`src/include/add_exec_pkg.sv`:
```
/*
 * Shared constants and carriers for the add-instruction execute block.
 * Assumes a single core clock and a data memory with one-cycle read latency.
 */
package add_exec_pkg;
    // ==========================================================
    // Instruction encodings
    localparam logic [5:0] ADD_FILE_TOP = 6'h09;
    localparam logic [7:0] ADD_LIT_TOP  = 8'h0f;
    localparam int         D_BIT       = 9;
    localparam int         A_BIT       = 8;
    // ==========================================================
    // Addressing
    localparam logic [7:0] INDEX_LIMIT = 8'h5f;
    localparam logic [7:0] ACCESS_SPLIT = 8'h60;
    localparam logic [3:0] ACCESS_HIGH_BANK = 4'hf;
    localparam logic [3:0] ACCESS_LOW_BANK  = 4'h0;
    // ==========================================================
    // Reset values
    localparam logic [7:0] WREG_RESET  = 8'h00;
    localparam logic [4:0] FLAGS_RESET = 5'h00;
    localparam logic [3:0] BANK_RESET  = 4'h0;
    localparam logic [11:0] INDEX_RESET = 12'h000;

    typedef enum logic [1:0] {
        Q1 = 2'b00,
        Q2 = 2'b01,
        Q3 = 2'b10,
        Q4 = 2'b11
    } phase_e;

    typedef struct packed {
        logic negative;
        logic overflow_flag;
        logic zero;
        logic digit_carry_flag;
        logic carry;
    } flags_s;

    typedef struct packed {
        logic        wr;
        logic        rd;
        logic [11:0] addr;
        logic [7:0]  wdata;
    } mem_req_s;
endpackage

```
`src/hw/add_instruction_execute.sv`:
```
/*
 * Decode and execute for the literal-add and register-add instructions.
 * Assumes data memory answers a read on MEM_RDATA one cycle after the request,
 * and that a new instruction word is offered only while INSTR_READY is high.
 */
// Behaviour
// - Register-add (001001 d a f) adds accumulator to file register and updates all five flags.
// - Destination bit clear writes the sum to the accumulator only.
// - Destination bit set writes the sum back to the file register.
// - Bank bit clear resolves the address in the access bank.
// - Bank bit set forms the address from bank_pointer and file address.
// - Extended set, bank bit clear, f up to 5Fh is an indexed literal offset.
// - One word, one cycle of four phases: decode, read, process, write.
// - Literal-add (0000 1111 k) adds literal to accumulator in one cycle.
`timescale 1ns/10ps
module add_instruction_execute (
    input  wire logic                  CLK_SYS,
    input  wire logic                  RESETN,
    input  wire logic                  INSTR_VALID,
    input  wire logic [15:0]           INSTR_WORD,
    input  wire logic                  EXT_SET_EN,
    input  wire logic [3:0]            BANK_POINTER,
    input  wire logic [11:0]           INDEX_BASE,
    input  wire logic [7:0]            MEM_RDATA,
    output logic                       INSTR_READY,
    output logic                       INSTR_DONE,
    output logic                       INSTR_ILLEGAL,
    output add_exec_pkg::mem_req_s     MEM_REQ,
    output logic [7:0]                 WREG,
    output add_exec_pkg::flags_s       FLAGS
);
    // ==========================================================
    // State
    add_exec_pkg::phase_e   phase_q,   phase_d;
    logic                   busy_q,    busy_d;
    logic                   is_lit_q,  is_lit_d;
    logic                   dest_q,    dest_d;
    logic [7:0]             opnd_q,    opnd_d;
    logic [7:0]             sum_q,     sum_d;
    logic [7:0]             wreg_q,    wreg_d;
    add_exec_pkg::flags_s   flags_q,   flags_d;
    add_exec_pkg::mem_req_s req_q,     req_d;
    logic                   done_q,    done_d;
    logic                   ill_q,     ill_d;
    logic                   ready_q,   ready_d;
    logic [8:0]             full_sum;
    logic [4:0]             low_sum;
    logic [7:0]             ovf_a;
    logic [11:0]            eff_addr;
    logic                   dec_wf;
    logic                   dec_lw;

    assign dec_wf = INSTR_WORD[15:10] == add_exec_pkg::ADD_FILE_TOP;
    assign dec_lw = INSTR_WORD[15:8] == add_exec_pkg::ADD_LIT_TOP;

    // ==========================================================
    // Address resolution
    always_comb begin
        if (INSTR_WORD[add_exec_pkg::A_BIT]) begin
            eff_addr = {BANK_POINTER, INSTR_WORD[7:0]};
        end else if (EXT_SET_EN && INSTR_WORD[7:0] <= add_exec_pkg::INDEX_LIMIT) begin
            eff_addr = INDEX_BASE + {4'h0, INSTR_WORD[7:0]};
        end else if (INSTR_WORD[7:0] < add_exec_pkg::ACCESS_SPLIT) begin
            eff_addr = {add_exec_pkg::ACCESS_LOW_BANK, INSTR_WORD[7:0]};
        end else begin
            eff_addr = {add_exec_pkg::ACCESS_HIGH_BANK, INSTR_WORD[7:0]};
        end
    end

    // ==========================================================
    // Adder; carry comes from the 8-bit add, digit carry from a separate add of the low nibbles
    assign full_sum = {1'b0, wreg_q} + {1'b0, opnd_q};
    assign low_sum  = {1'b0, wreg_q[3:0]} + {1'b0, opnd_q[3:0]};
    assign ovf_a    = wreg_q;

    // ==========================================================
    // Phase sequencer: Q1 decode, Q2 read, Q3 process, Q4 write
    always_comb begin
        phase_d  = phase_q;
        busy_d   = busy_q;
        is_lit_d = is_lit_q;
        dest_d   = dest_q;
        opnd_d   = opnd_q;
        sum_d    = sum_q;
        wreg_d   = wreg_q;
        flags_d  = flags_q;
        req_d    = '{wr: 1'b0, rd: 1'b0, addr: req_q.addr, wdata: req_q.wdata};
        done_d   = 1'b0;
        ill_d    = 1'b0;
        unique case (phase_q)
            add_exec_pkg::Q1: begin
                if (INSTR_VALID && ready_q) begin
                    if (dec_wf || dec_lw) begin
                        busy_d   = 1'b1;
                        is_lit_d = dec_lw;
                        dest_d   = INSTR_WORD[add_exec_pkg::D_BIT];
                        opnd_d   = INSTR_WORD[7:0];
                        req_d.rd   = dec_wf;
                        req_d.addr = eff_addr;
                        phase_d  = add_exec_pkg::Q2;
                    end else begin
                        ill_d = 1'b1;
                    end
                end
            end
            add_exec_pkg::Q2: begin
                if (!is_lit_q) begin
                    opnd_d = MEM_RDATA;
                end
                phase_d = add_exec_pkg::Q3;
            end
            add_exec_pkg::Q3: begin
                sum_d = full_sum[7:0];
                flags_d.carry            = full_sum[8];
                flags_d.digit_carry_flag = low_sum[4];
                flags_d.zero             = full_sum[7:0] == 8'h00;
                flags_d.negative         = full_sum[7];
                flags_d.overflow_flag    = (ovf_a[7] == opnd_q[7]) && (full_sum[7] != ovf_a[7]);
                phase_d = add_exec_pkg::Q4;
            end
            add_exec_pkg::Q4: begin
                if (!is_lit_q && dest_q) begin
                    req_d.wr    = 1'b1;
                    req_d.wdata = sum_q;
                end else begin
                    wreg_d = sum_q;
                end
                done_d  = 1'b1;
                busy_d  = 1'b0;
                phase_d = add_exec_pkg::Q1;
            end
        endcase
        ready_d = phase_d == add_exec_pkg::Q1 && !busy_d;
    end

    always_ff @(posedge CLK_SYS or negedge RESETN) begin
        if (!RESETN) begin
            phase_q  <= add_exec_pkg::Q1;
            busy_q   <= 1'b0;
            is_lit_q <= 1'b0;
            dest_q   <= 1'b0;
            opnd_q   <= 8'h00;
            sum_q    <= 8'h00;
            wreg_q   <= add_exec_pkg::WREG_RESET;
            flags_q  <= add_exec_pkg::FLAGS_RESET;
            req_q    <= '{wr: 1'b0, rd: 1'b0, addr: add_exec_pkg::INDEX_RESET, wdata: 8'h00};
            done_q   <= 1'b0;
            ill_q    <= 1'b0;
        end else begin
            phase_q  <= phase_d;
            busy_q   <= busy_d;
            is_lit_q <= is_lit_d;
            dest_q   <= dest_d;
            opnd_q   <= opnd_d;
            sum_q    <= sum_d;
            wreg_q   <= wreg_d;
            flags_q  <= flags_d;
            req_q    <= req_d;
            done_q   <= done_d;
            ill_q    <= ill_d;
        end
    end

    // Ready is registered so it lines up with Q1; it rises one edge after reset, so no word is taken earlier
    always_ff @(posedge CLK_SYS or negedge RESETN) begin
        if (!RESETN) begin
            ready_q <= 1'b0;
        end else begin
            ready_q <= ready_d;
        end
    end

    assign INSTR_READY   = ready_q;
    assign INSTR_DONE    = done_q;
    assign INSTR_ILLEGAL = ill_q;
    assign MEM_REQ       = req_q;
    assign WREG          = wreg_q;
    assign FLAGS         = flags_q;

    // ==========================================================
    // Checks
    cycle_length_a: assert property (@(posedge CLK_SYS) disable iff (!RESETN)
        (phase_q == add_exec_pkg::Q1 && phase_d == add_exec_pkg::Q2) |-> ##4 done_q)
        else $error("Instruction did not finish in four phases");
    file_read_a: assert property (@(posedge CLK_SYS) disable iff (!RESETN)
        (phase_q == add_exec_pkg::Q1 && INSTR_VALID && ready_q && dec_wf) |=> MEM_REQ.rd)
        else $error("Register-add did not read the file register");
    lit_no_mem_a: assert property (@(posedge CLK_SYS) disable iff (!RESETN)
        (phase_q == add_exec_pkg::Q1 && INSTR_VALID && ready_q && dec_lw) |=> ##3 (!MEM_REQ.wr && !MEM_REQ.rd))
        else $error("Literal-add touched data memory");
    wreg_dest_a: assert property (@(posedge CLK_SYS) disable iff (!RESETN)
        (done_q && !$past(is_lit_q) && !$past(dest_q)) |-> (!MEM_REQ.wr && wreg_q == $past(sum_q)))
        else $error("Destination clear did not write the accumulator");
    file_dest_a: assert property (@(posedge CLK_SYS) disable iff (!RESETN)
        (done_q && !$past(is_lit_q) && $past(dest_q)) |-> (MEM_REQ.wr && $stable(wreg_q)))
        else $error("Destination set did not write the file register");
    bank_addr_a: assert property (@(posedge CLK_SYS) disable iff (!RESETN)
        (phase_q == add_exec_pkg::Q1 && INSTR_VALID && ready_q && dec_wf && INSTR_WORD[add_exec_pkg::A_BIT])
        |=> MEM_REQ.addr == {$past(BANK_POINTER), $past(INSTR_WORD[7:0])})
        else $error("Banked address wrong");
    access_addr_a: assert property (@(posedge CLK_SYS) disable iff (!RESETN)
        (phase_q == add_exec_pkg::Q1 && INSTR_VALID && ready_q && dec_wf && !INSTR_WORD[add_exec_pkg::A_BIT]
         && (!EXT_SET_EN || INSTR_WORD[7:0] > add_exec_pkg::INDEX_LIMIT))
        |=> MEM_REQ.addr == {(($past(INSTR_WORD[7:0]) < add_exec_pkg::ACCESS_SPLIT) ? add_exec_pkg::ACCESS_LOW_BANK
                              : add_exec_pkg::ACCESS_HIGH_BANK), $past(INSTR_WORD[7:0])})
        else $error("Access bank address wrong");
    index_addr_a: assert property (@(posedge CLK_SYS) disable iff (!RESETN)
        (phase_q == add_exec_pkg::Q1 && INSTR_VALID && ready_q && dec_wf && !INSTR_WORD[add_exec_pkg::A_BIT]
         && EXT_SET_EN && INSTR_WORD[7:0] <= add_exec_pkg::INDEX_LIMIT)
        |=> MEM_REQ.addr == $past(INDEX_BASE) + {4'h0, $past(INSTR_WORD[7:0])})
        else $error("Indexed address wrong");
    zero_flag_a: assert property (@(posedge CLK_SYS) disable iff (!RESETN)
        done_q |-> FLAGS.zero == ($past(sum_q) == 8'h00))
        else $error("Zero flag wrong");
    sign_flag_a: assert property (@(posedge CLK_SYS) disable iff (!RESETN)
        done_q |-> FLAGS.negative == $past(sum_q[7]))
        else $error("Negative flag wrong");
    lit_wreg_a: assert property (@(posedge CLK_SYS) disable iff (!RESETN)
        (phase_q == add_exec_pkg::Q1 && INSTR_VALID && ready_q && dec_lw)
        |=> ##3 (WREG == $past(wreg_q, 4) + $past(INSTR_WORD[7:0], 4)))
        else $error("Literal-add sum not in the accumulator");
    illegal_word_a: assert property (@(posedge CLK_SYS) disable iff (!RESETN)
        (phase_q == add_exec_pkg::Q1 && INSTR_VALID && ready_q && !dec_wf && !dec_lw)
        |=> (INSTR_ILLEGAL && !MEM_REQ.rd && INSTR_READY && $stable(wreg_q)))
        else $error("Unknown word was not refused");
    ready_low_a: assert property (@(posedge CLK_SYS) disable iff (!RESETN)
        (phase_q != add_exec_pkg::Q1) |-> !INSTR_READY)
        else $error("Ready raised during an instruction");
endmodule

```
`config.mk`:
```
export PLATFORM = sky130hd
export DESIGN_NAME = add_instruction_execute
export DESIGN_NICKNAME = d
export VERILOG_FILES = /design/src/include/add_exec_pkg.sv /design/src/hw/add_instruction_execute.sv
export SDC_FILE = /design/constraint.sdc
export NUM_CORES = 1
export LEC_CHECK = 0
export BUFFER_PORTS_ARGS = -buffer_cell sky130_fd_sc_hd__buf_2
export CELL_PAD_IN_SITES_DETAIL_PLACEMENT = 0
export CELL_PAD_IN_SITES_GLOBAL_PLACEMENT = 1
export CORE_UTILIZATION = 38
export CTS_BUF_LIST = sky130_fd_sc_hd__clkbuf_8
export DETAILED_ROUTE_END_ITERATION = 16
export HOLD_SLACK_MARGIN = 0.08
export PLACE_DENSITY = 0.79
export SKIP_LAST_GASP = 1
export SYNTH_ARGS = -nofsm -noshare
export SYNTH_HDL_FRONTEND = slang
export SYNTH_SLANG_ARGS = --single-unit
```
`constraint.sdc`:
```
create_clock -name CLK_SYS -period 2.2 [get_ports CLK_SYS]
set_input_delay 0.44 -clock CLK_SYS [delete_from_list [all_inputs] [get_ports CLK_SYS]]
set_output_delay 0.44 -clock CLK_SYS [all_outputs]
set_load 0.1 [all_outputs]
```
# Word-level counts from Yosys, hierarchy flattened
# Cells that the tools add are included.
totals:
  ram_bits: 0
  memories: 0
  romBits: 0
  reg_bits: 59
  output_inout_bits: 38
  latch_bits: 0
  inputBits: 44
classes:
  reduce_logical: 16
  shifts: 0
  bitwise: 1
  div: 0
  muxes: 22
  n_mul: 0
  eq_ne: 10
  add_sub_neg: 3
  magnitude_cmp: 2
ops:
  columns: ["op", "n"]
  rows:
  - ["$mux 13", 3]
  - ["$mux 12", 3]
  - ["$mux 8", 3]
  - ["$pmux 8 s2", 1]
  - ["$add 12x8->12", 1]
  - ["$add 8x8->9", 1]
  - ["$eq 8x4->1 const B", 1]
  - ["$le 8x7->1 const B", 1]
  - ["$logic_not 8->1", 1]
  - ["$lt 8x7->1 const B", 1]
  - ["$mux 1", 8]
  - ["$pmux 2 s4", 1]
  - ["$eq 6x4->1 const B", 1]
  - ["$ne 2x2->1 const B", 3]
  - ["$add 4x4->5", 1]
  - ["$logic_and 1x1->1", 5]
  - ["$eq 2x2->1 const B", 2]
  - ["$logic_not 2->1", 2]
  - ["$mux 2", 2]
  - ["$reduce_and 2->1", 2]
  - ["$reduce_and 4->1", 1]
  - ["$reduce_and 3->1", 1]
  - ["$eq 2x1->1 const B", 1]
  - ["$logic_not 1->1", 2]
  - ["6 further kinds", 6]

# Longest topological paths before layout
depth:
  depth_word: 7
  mapped_depth: 9
  depth_no_buf: 9

# Worst setup path after synthesis
# OpenSTA, ideal clock, no wires.
synth_timing:
  kind: "reg-to-reg"
  from: "reg wreg_q[1], in the netlist WREG[1]"
  to: "reg sum_q[7]"
  setup_ns: 0.125
  required_time_ns: 2.075
  setup_slack_ns: -0.568
  path_buffers: 0
  path_stages_with_launch: 8
  arrival_ns: 2.643
  period_less_slack_ns: 2.768
  cell_sequence: "dfrtp_1 > ha_1 > a211oi_2 > nor2_1 > or4_1 > a31oi_2 > xnor2_1 > mux2_2"
synth_via:
  elab_chain_cells: 1
synth_rtl:
  columns: ["item", "line_no", "text"]
  rows:
  - ["from (decl)", "add_instruction_execute.sv:40", "logic [7:0] wreg_q, wreg_d;"]
  - ["from (signal assigned)", "add_instruction_execute.sv:144", "wreg_q <= add_exec_pkg::WREG_RESET;"]
  - ["from (signal assigned)", "add_instruction_execute.sv:156", "wreg_q <= wreg_d;"]
  - ["$add 8x8->9", "add_instruction_execute.sv:72", "assign full_sum = {1'b0, wreg_q} + {1'b0, opnd_q};"]
  - ["to (signal assigned)", "add_instruction_execute.sv:155", "sum_q <= sum_d;"]
  - ["to (decl)", "add_instruction_execute.sv:39", "logic [7:0] sum_q, sum_d;"]
# No other way between the ends.
# A chain may end at the register's enable or synchronous reset.

# Final worst setup path
# Ends and elaborated chain as after synthesis.

==> impl_metrics.toml <==
[outcome]
status = "finished clean"

[global_route]
use_met3 = 0.0338
grt_overflow = 0
grt-busiest-layer = "met2"
antenna_found_initial = 0
grt_pass1_wl_um = 12600
grtUsageMet2 = 0.284
grt_max_degree = 31
grtUsageTotal = 0.183
grt_pass1_vias = 2684
gr-usage-met1 = 0.254

[clock_network]
clkLatencyLatePin_ns = 0.34
clock-sinks = 58
cts_tree = "yes"
clk_path_buf_depth = 2
path_clk_slew_ns = 0.07
cts.htree.levels = 3
numCtsBuffers = 9
clockRootBuffer = "clkbuf_8"

[synthesis]
syn-num-nets = 404
ys_ff_latch = 58
netlist_instances = 337
synth_edf_count = 0
ys.flop_type = "dfrtp_1"
async_flop_share = 1.00
netlist_area_um2 = 3270
synth-seq-area-share = 0.444
avgSynthCellArea_um2 = 9.69
synth_top_area_frac = 0.444
yosys_warnings = 0
synthDistinctLibCells = 50
synth_area_leader_cell = "dfrtp_1"
ys_top_cells_by_area = "dfrtp_1 (44%), ha_1 (8.0%), nand2_1 (5.3%)"

[setup_path]
path_max_fanout = 4
worstSetupPathType = "flip-flop to flip-flop"
crit_start = "WREG[1]"
rr_endpoint = "sum_q[7]"
cp-start-kind = "flip-flop"
rrSetupSlack_ns = 0.08
arrival_ns = 2.34
required_ns = 2.42
endpoint_kind = "flip-flop"
regToRegStartpoint = "WREG[1]"
r2r_cells = 7

[sta]
fin_crit_sh = 0.964
maxSlewViolCount = 0
timing.final.ws_setup_ns = 0.0790
finClkSkew_ns = 0.00975
tightest_slew_ns = 0.549
period_minus_slack_ns = 2.12
rsz0062_at_grt = "yes"
finalHoldViolCount = 0
fmax_mhz = 471
slew_headroom = 0.634
setup_viol = 0

[power]
p_comb_frac = 0.618
clock_power_share = 0.140
leakage_nw = 2.06
cellPowerDensity_nw_per_um2 = 1740
ir_drop_mv = 0.553
swShare = 0.510
intPower_mw = 3.65
switching_power_mw = 3.80
p_seq_frac = 0.242

[route]
drtIter0Drc = 61
num_vias = 2777
drcViolationCount = 0
drt-pass1-iter-count = 4
routedWlPerCell_um = 13.7
wirelength_um = 7590
viasPerCell = 4.99
ant_nets = 0

[floorplan]
die_y_um = 94.7
dieArea_um2 = 8970
core_area_um2 = 8260
row_count = 33
dieWidth_um = 94.7
ios = 82
start_util = 0.396

[finish]
final_nets = 513
n_antenna_cell = 0
syn2layout_area_growth_pct = 31.2
final_common_cell = "buf_2"
mostFrequentLayoutCells = "buf_2 (81), dfrtp_1 (52), nand2_1 (46), nor2_1 (32)"
final_util = 0.519
drive_above_1_share = 0.353
instances_no_fill = 556

[run]
cap_violations = 0

[placement]
dpl_worst_slack_ns = -0.212
dp.cells = 538
routabilityCongestion = 0.876
port_buffers = 81
hpwl_um = 5900

[min_path]
holdCritPathClass = "input pin to async pin"
-- critical path, cell delays in order (launching register included) --
cell	delay (ns)
dfrtp_4	0.51
ha_4	0.23
a211oi_2	0.17
nor2_1	0.07
or4_4	0.43
a31oi_4	0.22
xnor2_2	0.11
mux2_2	0.27
-- power groups by stage --
stage / clock (mW) / sequential (mW) / combinational (mW)
after floorplan: 0 / 3.38 / 1.92
after global placement: 0 / 1.81 / 4.35
after detailed placement: 0 / 1.83 / 4.41
after CTS: 1.06 / 1.81 / 4.54
after global routing: 1.13 / 1.86 / 4.95
final: 1.05 / 1.80 / 4.60
-- kinds of logic after synthesis --
family | count (synthesis) | share of synthesized area
and+or+nand+nor | 111 | 0.154
AOI/OAI and AO/OA | 84 | 0.166
DFF | 58 | 0.444
buffers and inverters | 25 | 0.0314
muxes | 25 | 0.0820
adders and majority gates | 23 | 0.0927
xor gates and xnor gates | 11 | 0.0295
-- flip-flops by register name, indices dropped and copies added (netlist names) --
register / flops
is_lit_q: 1
dest_q: 1
opnd_q: 8
INSTR_DONE: 1
MEM_REQ: 22
INSTR_ILLEGAL: 1
WREG: 8
INSTR_READY: 1
busy_q: 1
FLAGS: 4
phase_q: 2
sum_q: 8
-- synth_stat cells (2+ instances only) --
| cell | instances |
|---|---|
| nand3_1 | 5 |
| and4_1 | 2 |
| nor2_1 | 32 |
| o21ai_1 | 2 |
| a211oi_1 | 3 |
| a31oi_1 | 2 |
| buf_4 | 2 |
| clkbuf_1 | 8 |
| or3_1 | 2 |
| o21a_1 | 3 |
| o21ai_0 | 17 |
| nor3_1 | 5 |
| nand2b_1 | 5 |
| dfrtp_1 | 58 |
| a21o_1 | 7 |
| and2_1 | 2 |
| a21oi_1 | 28 |
| xor2_1 | 4 |
| xnor2_1 | 7 |
| a2bb2oi_1 | 2 |
| o22ai_1 | 3 |
| nor2b_1 | 4 |
| o211ai_1 | 2 |
| inv_1 | 13 |
| o2111ai_1 | 2 |
| and3_1 | 2 |
| mux2i_1 | 11 |
| ha_1 | 21 |
| nand3b_1 | 2 |
| nand2_1 | 46 |
| fa_1 | 2 |
| o21bai_1 | 2 |
| mux2_2 | 14 |
-- timing repair --
| item | 4_1_cts | 5_1_grt |
|---|---|---|
| endpoints found under the setup margin | 2 | 5 |
| pin swaps | 2 | 7 |
| hold buffers | 0 | 0 |
| setup buffers | 1 | 1 |
| resized for setup | 3 | 5 |
-- metal layers --
| metal | up-vias | wire, um |
|---|---|---|
| met5 | - | 0 |
| met4 | 0 | 83 |
| met3 | 11 | 293 |
| met2 | 71 | 3410 |
| met1 | 1282 | 3810 |
| li1 | 1413 | - |
-- final cells by class --
cell class | instances | area, um^2
tap | 105 | 131
sequential | 58 | 1470
inverter | 14 | 52.6
clock buffer | 12 | 165
multi-input combinational | 254 | 1790
timing repair buffer | 109 | 628
fill | 772 | 3970
clock inverter | 4 | 48.8
-- worst max path at each step --
stage,depth (start not counted),endpoint,slack [ns]
after floorplan,7,sum_q[7],-0.08
after global placement,10,MEM_REQ[18],-0.14
after detailed placement,10,MEM_REQ[18],-0.21
after CTS,8,FLAGS[2],-0.002
after global routing,8,FLAGS[2],-0.01
final,7,sum_q[7],0.08
-- per-stage QoR --
step / setup TNS [ns] / hold WS, ns / instance area [um^2] / power, mW
after global placement: -0.141 / 0.451 / 4020 / 6.16
after detailed placement: -0.240 / 0.457 / 4020 / 6.24
after CTS: -0.00199 / 0.0967 / 4250 / 7.41
after floorplan: -0.107 / 0.144 / 3330 / 5.30
after global routing: -0.00956 / 0.117 / 4290 / 7.94
final: 0 / 0.0894 / 4290 / 7.45
(Power assumes the default switching activity.)
